$ cat config.mk
export PLATFORM = sky130hd
export DESIGN_NAME = pond_regs
export DESIGN_NICKNAME = d
export VERILOG_FILES = /design/src/pond_pkg.sv /design/src/pond_regs.sv
export SDC_FILE = /design/constraint.sdc
export NUM_CORES = 1
export LEC_CHECK = 0
export BUFFER_PORTS_ARGS = -buffer_cell sky130_fd_sc_hd__buf_2
export CORE_UTILIZATION = 36
export DETAILED_ROUTE_END_ITERATION = 8
export GPL_ROUTABILITY_DRIVEN = 0
export PLACE_DENSITY = 0.58
export SLEW_MARGIN = 0
export SYNTH_ARGS = -nofsm -noshare
export SYNTH_HDL_FRONTEND = slang
export SYNTH_SLANG_ARGS = --single-unit
$ cat constraint.sdc
create_clock -name hclk -period 2.5 [get_ports hclk]
set_input_delay 0.25 -clock hclk [delete_from_list [all_inputs] [get_ports hclk]]
set_output_delay 0.25 -clock hclk [all_outputs]
set_load 0.1 [all_outputs]
$ cat src/pond_pkg.sv
/*
  Constants and types for the pattern output next-data register bank.
  Assumes an AHB-Lite slave with 32-bit data and single word transfers.
*/
package pond_pkg;

  // ----------------------------------------------------------------
  // Register indices as printed; byte address is four times the index
  // ----------------------------------------------------------------
  localparam logic [31:0] IDX_NEXT_HIGH_PRIMARY = 32'h05ff_fff4;
  localparam logic [31:0] IDX_NEXT_LOW_PRIMARY = 32'h05ff_fff5;
  localparam logic [31:0] IDX_NEXT_HIGH_SECONDARY = 32'h05ff_fff6;
  localparam logic [31:0] IDX_NEXT_LOW_SECONDARY = 32'h05ff_fff7;

  // ----------------------------------------------------------------
  // Byte addresses of the remaining registers
  // ----------------------------------------------------------------
  localparam logic [31:0] ADDR_PORT_MODE_UPPER = 32'h0000_0000;
  localparam logic [31:0] ADDR_PORT_MODE_LOWER = 32'h0000_0004;
  localparam logic [31:0] ADDR_PORT_OUTPUT_DATA = 32'h0000_0008;
  localparam logic [31:0] ADDR_OUTPUT_ENABLE = 32'h0000_000c;
  localparam logic [31:0] ADDR_TRIGGER_SELECT = 32'h0000_0010;

  // ----------------------------------------------------------------
  // Reset values and field layout
  // ----------------------------------------------------------------
  localparam logic [15:0] RST_PORT_MODE = 16'h0000;
  localparam logic [15:0] RST_PORT_DATA = 16'h0000;
  localparam logic [15:0] RST_OUTPUT_ENABLE = 16'h0000;
  localparam logic [7:0] RST_NEXT_DATA = 8'h00;
  localparam logic [7:0] RST_TRIGGER_SELECT = 8'hff;
  localparam logic [7:0] RESERVED_BYTE = 8'hff;
  localparam logic [3:0] RESERVED_NIBBLE = 4'hf;
  localparam int GROUP_W = 4;
  localparam int SEL_W = 2;
  localparam logic [1:0] HTRANS_NONSEQ_BIT = 2'h2;

  // ----------------------------------------------------------------
  // Latched address phase
  // ----------------------------------------------------------------
  typedef struct packed {
    logic wr;
    logic [31:0] addr;
  } pond_aphase_s;

endpackage : pond_pkg

$ cat src/pond_regs.sv
/*
  Register bank of a 16-bit timed pattern output unit: port mode,
  port data, per-bit enables, trigger select and two next-data registers.
  Assumes a zero-wait AHB-Lite master and one-cycle compare-match pulses
  from the timer pulse unit.
*/
`timescale 1ns/1ps

// Behaviour
// - Two 16-bit read/write port mode registers, two bits per pin, reset zero.
// - 16-bit port data register drives pattern pins 15..0, resets to zero.
// - Port data bits with pattern enable set ignore processor writes.
// - Low next-data byte copies into port data 7..0 on selected match.
// - High next-data byte copies into port data 15..8 on selected match.
// - Low next-data resets to zero, kept through standby.
// - High next-data resets to zero, kept through standby.
// - Shared trigger groups 1,0: whole low byte at primary address.
// - Shared trigger groups 1,0: secondary address reads all ones, unwritable.
// - Split triggers groups 1,0: group 1 at primary, group 0 at secondary.
// - Split triggers groups 1,0: unused nibbles read as ones.
// - Shared trigger groups 3,2: whole high byte at primary address.
// - Shared trigger groups 3,2: secondary address reads all ones.
// - Split triggers groups 3,2: group 3 at primary, group 2 at secondary.
// - Split triggers groups 3,2: unused nibbles read as ones.
// - Copy only touches enabled bits; disabled bits keep their value.
// - Two-bit select per group picks channel 0..3; resets to channel 3.
module pond_regs
  import pond_pkg::*;
(
  input wire logic hclk,
  input wire logic hresetn,
  input wire logic hsel,
  input wire logic [31:0] haddr,
  input wire logic [1:0] htrans,
  input wire logic hwrite,
  input wire logic [2:0] hsize,
  input wire logic [31:0] hwdata,
  input wire logic hready,
  output logic hreadyout,
  output logic hresp,
  output logic [31:0] hrdata,
  input wire logic [3:0] cmp_match,
  output logic [15:0] pattern_out_pins,
  output logic [15:0] port_mode_upper_pins,
  output logic [15:0] port_mode_lower_pins
);

  // ----------------------------------------------------------------
  // Helpers
  // ----------------------------------------------------------------
  // Readback of a next-data byte at its primary or secondary address
  function automatic logic [7:0] nd_read(input logic [7:0] nd, input logic same,
                                         input logic secondary);
    logic [7:0] r;
    r = RESERVED_BYTE;
    if (!secondary)
      r = same ? nd : {nd[7:4], RESERVED_NIBBLE};
    else if (!same)
      r = {RESERVED_NIBBLE, nd[3:0]};
    return r;
  endfunction : nd_read

  // Writable bits of a next-data byte at its primary or secondary address
  function automatic logic [7:0] nd_wmask(input logic same, input logic secondary);
    logic [7:0] m;
    m = 8'h00;
    if (!secondary)
      m = same ? 8'hff : 8'hf0;
    else if (!same)
      m = 8'h0f;
    return m;
  endfunction : nd_wmask

  function automatic logic [31:0] idx_addr(input logic [31:0] idx);
    return {idx[29:0], 2'b00};
  endfunction : idx_addr

  // ----------------------------------------------------------------
  // State
  // ----------------------------------------------------------------
  pond_aphase_s ap_ff;
  logic [31:0] hrdata_ff;
  logic [15:0] mode_upper_ff;
  logic [15:0] mode_lower_ff;
  logic [15:0] port_data_ff;
  logic [15:0] enable_ff;
  logic [7:0] trig_sel_ff;
  logic [7:0] next_low_ff;
  logic [7:0] next_high_ff;
  logic [31:0] nxt_hrdata;
  logic [3:0] group_fire;
  logic [15:0] copy_mask;
  logic [7:0] low_wmask;
  logic [7:0] high_wmask;
  logic hreadyout_ff;
  logic hresp_ff;
  logic same_low;
  logic same_high;
  logic take;
  logic wr_mode_upper;
  logic wr_mode_lower;
  logic wr_port_data;
  logic wr_enable;
  logic wr_trig_sel;
  logic wr_low_pri;
  logic wr_low_sec;
  logic wr_high_pri;
  logic wr_high_sec;

  // ----------------------------------------------------------------
  // Trigger selection and layout
  // ----------------------------------------------------------------
  assign same_low = (trig_sel_ff[1:0] == trig_sel_ff[3:2]);
  assign same_high = (trig_sel_ff[5:4] == trig_sel_ff[7:6]);
  assign low_wmask = nd_wmask(same_low, wr_low_sec);
  assign high_wmask = nd_wmask(same_high, wr_high_sec);

  always_comb
  begin
    for (int g = 0; g < 4; g++)
    begin
      group_fire[g] = cmp_match[trig_sel_ff[g*SEL_W +: SEL_W]];
      copy_mask[g*GROUP_W +: GROUP_W] = {GROUP_W{group_fire[g]}}
                                        & enable_ff[g*GROUP_W +: GROUP_W];
    end
  end

  // ----------------------------------------------------------------
  // Bus address phase and read data
  // ----------------------------------------------------------------
  assign take = hsel && hready && htrans[1];

  always_comb
  begin
    nxt_hrdata = 32'h0000_0000;
    case (haddr)
      ADDR_PORT_MODE_UPPER: nxt_hrdata = {16'h0000, mode_upper_ff};
      ADDR_PORT_MODE_LOWER: nxt_hrdata = {16'h0000, mode_lower_ff};
      ADDR_PORT_OUTPUT_DATA: nxt_hrdata = {16'h0000, port_data_ff};
      ADDR_OUTPUT_ENABLE: nxt_hrdata = {16'h0000, enable_ff};
      ADDR_TRIGGER_SELECT: nxt_hrdata = {24'h00_0000, trig_sel_ff};
      idx_addr(IDX_NEXT_LOW_PRIMARY):
        nxt_hrdata = {24'h00_0000, nd_read(next_low_ff, same_low, 1'b0)};
      idx_addr(IDX_NEXT_LOW_SECONDARY):
        nxt_hrdata = {24'h00_0000, nd_read(next_low_ff, same_low, 1'b1)};
      idx_addr(IDX_NEXT_HIGH_PRIMARY):
        nxt_hrdata = {24'h00_0000, nd_read(next_high_ff, same_high, 1'b0)};
      idx_addr(IDX_NEXT_HIGH_SECONDARY):
        nxt_hrdata = {24'h00_0000, nd_read(next_high_ff, same_high, 1'b1)};
      default: nxt_hrdata = 32'h0000_0000;
    endcase
  end

  always_ff @(posedge hclk or negedge hresetn)
  begin
    if (!hresetn)
    begin
      ap_ff <= '0;
    end
    else if (hready)
    begin
      ap_ff.wr <= take && hwrite;
      ap_ff.addr <= haddr;
    end
  end

  always_ff @(posedge hclk or negedge hresetn)
  begin
    if (!hresetn)
      hrdata_ff <= 32'h0000_0000;
    else if (take && !hwrite)
      hrdata_ff <= nxt_hrdata;
  end

  // Zero wait and always OKAY, still launched from flops
  always_ff @(posedge hclk or negedge hresetn)
  begin
    if (!hresetn)
    begin
      hreadyout_ff <= 1'b1;
      hresp_ff <= 1'b0;
    end
    else
    begin
      hreadyout_ff <= 1'b1;
      hresp_ff <= 1'b0;
    end
  end

  assign hrdata = hrdata_ff;
  assign hreadyout = hreadyout_ff;
  assign hresp = hresp_ff;

  // ----------------------------------------------------------------
  // Write decode in the data phase
  // ----------------------------------------------------------------
  assign wr_mode_upper = ap_ff.wr && (ap_ff.addr == ADDR_PORT_MODE_UPPER);
  assign wr_mode_lower = ap_ff.wr && (ap_ff.addr == ADDR_PORT_MODE_LOWER);
  assign wr_port_data = ap_ff.wr && (ap_ff.addr == ADDR_PORT_OUTPUT_DATA);
  assign wr_enable = ap_ff.wr && (ap_ff.addr == ADDR_OUTPUT_ENABLE);
  assign wr_trig_sel = ap_ff.wr && (ap_ff.addr == ADDR_TRIGGER_SELECT);
  assign wr_low_pri = ap_ff.wr && (ap_ff.addr == idx_addr(IDX_NEXT_LOW_PRIMARY));
  assign wr_low_sec = ap_ff.wr && (ap_ff.addr == idx_addr(IDX_NEXT_LOW_SECONDARY));
  assign wr_high_pri = ap_ff.wr && (ap_ff.addr == idx_addr(IDX_NEXT_HIGH_PRIMARY));
  assign wr_high_sec = ap_ff.wr && (ap_ff.addr == idx_addr(IDX_NEXT_HIGH_SECONDARY));

  // ----------------------------------------------------------------
  // Port mode registers
  // ----------------------------------------------------------------
  always_ff @(posedge hclk or negedge hresetn)
  begin
    if (!hresetn)
    begin
      mode_upper_ff <= RST_PORT_MODE;
      mode_lower_ff <= RST_PORT_MODE;
    end
    else
    begin
      if (wr_mode_upper)
        mode_upper_ff <= hwdata[15:0];
      if (wr_mode_lower)
        mode_lower_ff <= hwdata[15:0];
    end
  end

  assign port_mode_upper_pins = mode_upper_ff;
  assign port_mode_lower_pins = mode_lower_ff;

  // ----------------------------------------------------------------
  // Enables and trigger select
  // ----------------------------------------------------------------
  always_ff @(posedge hclk or negedge hresetn)
  begin
    if (!hresetn)
    begin
      enable_ff <= RST_OUTPUT_ENABLE;
      trig_sel_ff <= RST_TRIGGER_SELECT;
    end
    else
    begin
      if (wr_enable)
        enable_ff <= hwdata[15:0];
      if (wr_trig_sel)
        trig_sel_ff <= hwdata[7:0];
    end
  end

  // ----------------------------------------------------------------
  // Next-data registers
  // ----------------------------------------------------------------
  always_ff @(posedge hclk or negedge hresetn)
  begin
    if (!hresetn)
    begin
      next_low_ff <= RST_NEXT_DATA;
      next_high_ff <= RST_NEXT_DATA;
    end
    else
    begin
      if (wr_low_pri || wr_low_sec)
        next_low_ff <= (next_low_ff & ~low_wmask) | (hwdata[7:0] & low_wmask);
      if (wr_high_pri || wr_high_sec)
        next_high_ff <= (next_high_ff & ~high_wmask) | (hwdata[7:0] & high_wmask);
    end
  end

  // ----------------------------------------------------------------
  // Port data: processor writes to free bits, copies to enabled bits
  // ----------------------------------------------------------------
  always_ff @(posedge hclk or negedge hresetn)
  begin
    if (!hresetn)
      port_data_ff <= RST_PORT_DATA;
    else
    begin
      for (int b = 0; b < 16; b++)
      begin
        if (copy_mask[b])
          port_data_ff[b] <= (b < 8) ? next_low_ff[b % 8] : next_high_ff[b % 8];
        else if (wr_port_data && !enable_ff[b])
          port_data_ff[b] <= hwdata[b];
      end
    end
  end

  assign pattern_out_pins = port_data_ff;

  // ----------------------------------------------------------------
  // Checks
  // ----------------------------------------------------------------
  a_mode_write: assert property (@(posedge hclk) disable iff (!hresetn)
    wr_mode_upper |=> port_mode_upper_pins == $past(hwdata[15:0]))
    else $error("Upper port mode write not stored");

  a_pd_free_bits: assert property (@(posedge hclk) disable iff (!hresetn)
    wr_port_data && copy_mask == 16'h0000
    |=> (pattern_out_pins & ~$past(enable_ff)) == ($past(hwdata[15:0]) & ~$past(enable_ff)))
    else $error("Free port data bits not written");

  a_pd_ro_bits: assert property (@(posedge hclk) disable iff (!hresetn)
    wr_port_data && copy_mask == 16'h0000
    |=> (pattern_out_pins & $past(enable_ff)) == ($past(port_data_ff) & $past(enable_ff)))
    else $error("Enabled port data bit changed by write");

  a_copy_low: assert property (@(posedge hclk) disable iff (!hresetn)
    group_fire[0] |=> (pattern_out_pins[3:0] & $past(enable_ff[3:0]))
                      == ($past(next_low_ff[3:0]) & $past(enable_ff[3:0])))
    else $error("Group 0 copy wrong");

  a_copy_high: assert property (@(posedge hclk) disable iff (!hresetn)
    group_fire[3] |=> (pattern_out_pins[15:12] & $past(enable_ff[15:12]))
                      == ($past(next_high_ff[7:4]) & $past(enable_ff[15:12])))
    else $error("Group 3 copy wrong");

  a_no_copy_hold: assert property (@(posedge hclk) disable iff (!hresetn)
    !group_fire[1] && !wr_port_data |=> $stable(pattern_out_pins[7:4]))
    else $error("Group 1 changed without trigger or write");

  a_low_same_wr: assert property (@(posedge hclk) disable iff (!hresetn)
    wr_low_pri && same_low && !wr_trig_sel |=> next_low_ff == $past(hwdata[7:0]))
    else $error("Shared low byte write not stored");

  a_low_rsv_read: assert property (@(posedge hclk) disable iff (!hresetn)
    take && !hwrite && haddr == idx_addr(IDX_NEXT_LOW_SECONDARY) && same_low
    |=> hrdata == 32'h0000_00ff)
    else $error("Reserved low secondary not all ones");

  a_high_split_rd: assert property (@(posedge hclk) disable iff (!hresetn)
    take && !hwrite && haddr == idx_addr(IDX_NEXT_HIGH_PRIMARY) && !same_high
    |=> hrdata[3:0] == 4'hf && hrdata[7:4] == $past(next_high_ff[7:4]))
    else $error("Split high primary readback wrong");

  a_sel_reset: assert property (@(posedge hclk)
    $rose(hresetn) |-> trig_sel_ff == 8'hff && same_low && same_high)
    else $error("Trigger select not at reset value");

  a_mode_lo_write: assert property (@(posedge hclk) disable iff (!hresetn)
    wr_mode_lower |=> port_mode_lower_pins == $past(hwdata[15:0]))
    else $error("Lower port mode write not stored");

  a_disabled_hold: assert property (@(posedge hclk) disable iff (!hresetn)
    !wr_port_data
    |=> (pattern_out_pins & ~$past(enable_ff)) == ($past(port_data_ff) & ~$past(enable_ff)))
    else $error("Disabled port data bit changed without write");

  a_copy_grp1: assert property (@(posedge hclk) disable iff (!hresetn)
    group_fire[1] |=> (pattern_out_pins[7:4] & $past(enable_ff[7:4]))
                      == ($past(next_low_ff[7:4]) & $past(enable_ff[7:4])))
    else $error("Group 1 copy wrong");

  a_copy_grp2: assert property (@(posedge hclk) disable iff (!hresetn)
    group_fire[2] |=> (pattern_out_pins[11:8] & $past(enable_ff[11:8]))
                      == ($past(next_high_ff[3:0]) & $past(enable_ff[11:8])))
    else $error("Group 2 copy wrong");

  a_low_rsv_wr: assert property (@(posedge hclk) disable iff (!hresetn)
    wr_low_sec && same_low |=> $stable(next_low_ff))
    else $error("Reserved low secondary write changed data");

  a_low_split_wr: assert property (@(posedge hclk) disable iff (!hresetn)
    wr_low_sec && !same_low
    |=> next_low_ff == {$past(next_low_ff[7:4]), $past(hwdata[3:0])})
    else $error("Split low group 0 write wrong");

  a_low_split_rd: assert property (@(posedge hclk) disable iff (!hresetn)
    take && !hwrite && haddr == idx_addr(IDX_NEXT_LOW_SECONDARY) && !same_low
    |=> hrdata[7:4] == 4'hf && hrdata[3:0] == $past(next_low_ff[3:0]))
    else $error("Split low secondary readback wrong");

  a_high_same_wr: assert property (@(posedge hclk) disable iff (!hresetn)
    wr_high_pri && same_high |=> next_high_ff == $past(hwdata[7:0]))
    else $error("Shared high byte write not stored");

  a_high_rsv_rd: assert property (@(posedge hclk) disable iff (!hresetn)
    take && !hwrite && haddr == idx_addr(IDX_NEXT_HIGH_SECONDARY) && same_high
    |=> hrdata == 32'h0000_00ff)
    else $error("Reserved high secondary not all ones");

  a_high_split_wr: assert property (@(posedge hclk) disable iff (!hresetn)
    wr_high_pri && !same_high
    |=> next_high_ff == {$past(hwdata[7:4]), $past(next_high_ff[3:0])})
    else $error("Split high group 3 write wrong");

  a_nd_reset: assert property (@(posedge hclk)
    $rose(hresetn) |-> next_low_ff == RST_NEXT_DATA && next_high_ff == RST_NEXT_DATA)
    else $error("Next-data registers not at reset value");

endmodule : pond_regs

==> impl_metrics.py <==
metrics = {
    "timing": {
        "min_period_over_period_pct": 94.64,
        "maxSlewHeadroom_pct": 49.47,
        "slew_violations": 0,
        "rsz0062_at_grt": "no",
        "fin_tns_setup_ns": 0,
        "setup_slack_ns": 0.1341,
        "fin_crit_ns": 2.366,
        "hold_viol": 0,
        "skew_ns": 0.01424,
        "max_freq_mhz": 422.7,
        "setup_violations": 0,
        "worst_pin_slew_ns": 0.7535,
    },
    "clocking": {
        "clk_latency_ns": 0.43,
        "cts-htree-levels": 4,
        "clock_sinks": 137,
        "path_clk_slew_ns": 0.06,
        "ctsResizeCount": 0,
        "ctsLongestPathBuffers": 2,
        "clockRootBuffer": "clkbuf_16",
        "cts_buffers": 17,
        "cts_setup_buffers": 0,
        "cts_tree": "done",
    },
    "pwr": {
        "power.static_leakage_nw": 3.902,
        "ir_drop_mv": 0.4617,
        "power_density_mw_per_mm2": 674.0,
    },
    "detailed_routing": {
        "routed_wl_um": 18520,
        "drc_errors": 0,
        "first_pass_iters": 5,
        "wl_per_cell_um": 18.63,
        "viasPerCell": 5.268,
        "num_vias": 5236,
        "ant_nets": 0,
        "drt_iter0_markers": 217,
    },
    "yosys": {
        "synthCells": 583,
        "seq_area_frac_synth_pct": 48.98,
        "yosysUniqueCellTypes": 45,
        "post-synth-top-count-cell": "dfrtp_1",
        "synth_area_mm2": 0.007020,
        "yosys-top-cells-area": "dfrtp_1 (46%), mux2_2 (17%), mux4_2 (5.1%), dfstp_2 (3.0%), buf_4 (2.4%)",
        "yosys_warnings": 0,
        "netlist_top_cells_count": "dfrtp_1 (129), mux2_2 (106), nand2_1 (39), nand3_1 (28), nor2_1 (24)",
        "synth_top_area_cell": "dfrtp_1",
        "synth_edf_count": 0,
        "synthArstFlopShare_pct": 100.0,
        "ys_seq_elements": 137,
        "ys.flop_type": "dfrtp_1",
        "synth_area_per_cell_um2": 12.04,
        "synth_top_area_share_pct": 45.98,
    },
    "floorplanning": {
        "rows": 50,
        "die_y_um": 141.6,
        "die-area_mm2": 0.02006,
        "die_x_um": 141.6,
        "io_pins": 160,
        "initial_core_util_pct": 37.16,
        "core_region_area_mm2": 0.01889,
    },
    "critical_path": {
        "slowest_delay_ns": 0.41,
        "critPathSlowestCell": "or2_1",
        "critPathCaptureType": "flop",
        "required_ns": 2.80,
        "critPathKind": "flop to flop",
        "path_cells": "nor4_1 > nand4_1 > or2_1 > nor4_4 > buf_12 > mux2_2",
        "arrival_ns": 2.66,
        "critPathMaxFanout": 16,
        "startpoint_type": "flop",
    },
    "grt": {
        "grt.total_usage_pct": 19.21,
        "overflow": 0,
        "grt_pass1_vias": 5324,
        "grt_pass1_wl_um": 29100,
        "antenna_found_initial": 5,
        "grt_start_max_net_pins": 61,
    },
    "run_status": {
        "status": "finished, final reports clean",
    },
    "place": {
        "place_area_mm2": 0.007966,
        "hpwl_um": 13650,
        "port_buffers": 121,
        "place_ws_ns": 0.1494,
    },
    "layout": {
        "synthToLayoutAreaGrowth_pct": 22.31,
        "drive_gt1_share_pct": 43.70,
        "nNetsFinal": 795,
        "n_fill_cell": 1778,
        "utilization_pct": 45.45,
        "final_area_mm2": 0.008587,
    },
    "worst_hold_path": {
        "hold_path.class": "primary input to flop",
    },
    "job": {
        "cap_viol_max_count": 0,
    },
}
-- path summary, 6_finish.rpt --
kind	startpoint	end	slack, ns	cells after the start
worst max-delay path	ap_ff[26]$_DFFE_PN0P_	port_mode_lower_pins[0]$_DFFE_PN0P_	0.13	6
worst min-delay path	haddr[27]	ap_ff[27]$_DFFE_PN0P_	0.07	2
worst max register to register	ap_ff[26]$_DFFE_PN0P_	port_mode_lower_pins[0]$_DFFE_PN0P_	0.13	6
worst min register to register	hrdata[15]$_DFFE_PN0P_	hrdata[15]$_DFFE_PN0P_	0.47	2
max in group asynchronous	hresetn	ap_ff[9]$_DFFE_PN0P_	1.39	3
min in group asynchronous	hresetn	port_mode_lower_pins[7]$_DFFE_PN0P_	0.37	2
-- per-layer routing --
layer / GRT usage (%) / routed length [um]
met1: 24.25 / 8090
met2: 31.76 / 8917
met3: 5.872 / 1216
met4: 5.433 / 284
met5: 0 / 11
-- through the flow --
stage | cells | hold WS, ns | total power, mW
after floorplan | 599 | -0.04559 | 3.054
after global placement | 957 | 0.2533 | 3.270
after detailed placement | 957 | 0.2637 | 3.291
after CTS | 990 | 0.05844 | 5.839
after global routing | 991 | 0.06527 | 5.991
final | 994 | 0.06589 | 5.788
-- what timing repair did --
item / 4_1_cts / 5_1_grt
hold endpoints to repair: 50 / 0
endpoints found under the setup margin: 0 / 0
hold buffers: 1 / 0
-- final cells by class --
| cell class | instances | area [um2] | area share, % |
|---|---|---|---|
| flip-flops and latches | 137 | 3438 | 40.04 |
| multi-input cells | 398 | 3313 | 38.58 |
| repair buffers | 145 | 832.0 | 9.690 |
| clock buffers | 23 | 488.0 | 5.683 |
| well taps | 260 | 325.3 | 3.788 |
| clock inverters | 9 | 112.6 | 1.311 |
| inverters | 18 | 67.56 | 0.7868 |
| diodes | 4 | 10.01 | 0.1166 |
-- cell families (layout without fill, tap and decap cells) --
kind of cell / count (synthesis) / after routing / share of synthesized area [%]
simple gates: 183 / 183 / 15.43
buf+inv: 64 / 195 / 4.865
compound gates: 59 / 59 / 6.291
xor+xnor: 6 / 6 / 0.7485
other cells: 2 / 22 / 0.1070
flops: 137 / 137 / 48.98
mux: 132 / 132 / 23.58
-- report_power, final --
group          internal [mW]  leakage [nW]  switching (mW)
registers               2.32          1.73          0.0794
logic                  0.209          1.88           0.641
clock network           1.58         0.294           0.957
total                   4.11          3.90            1.68
-- worst max-delay path: cells and delay by family (launching register included) --
kind / cells / cell delay (ns)
simple gates: 4 / 1.25
mux: 1 / 0.35
buf+inv: 1 / 0.23
flops: 1 / 0.40
-- layout by cell type (no fill, tap or decap), types with 17 or more instances in the layout --
| master | count |
|---|---|
| buf_2 | 120 |
| dfrtp_1 | 129 |
| nand3_1 | 28 |
| buf_4 | 20 |
| nor2_1 | 24 |
| mux2_2 | 106 |
| inv_1 | 18 |
| nand2_1 | 39 |
| conb_1 | 18 |
| clkbuf_16 | 17 |
| o21ai_0 | 17 |
| nand4_1 | 17 |
| nor3b_1 | 17 |
No activity file was read; power rests on OpenSTA's default activity.
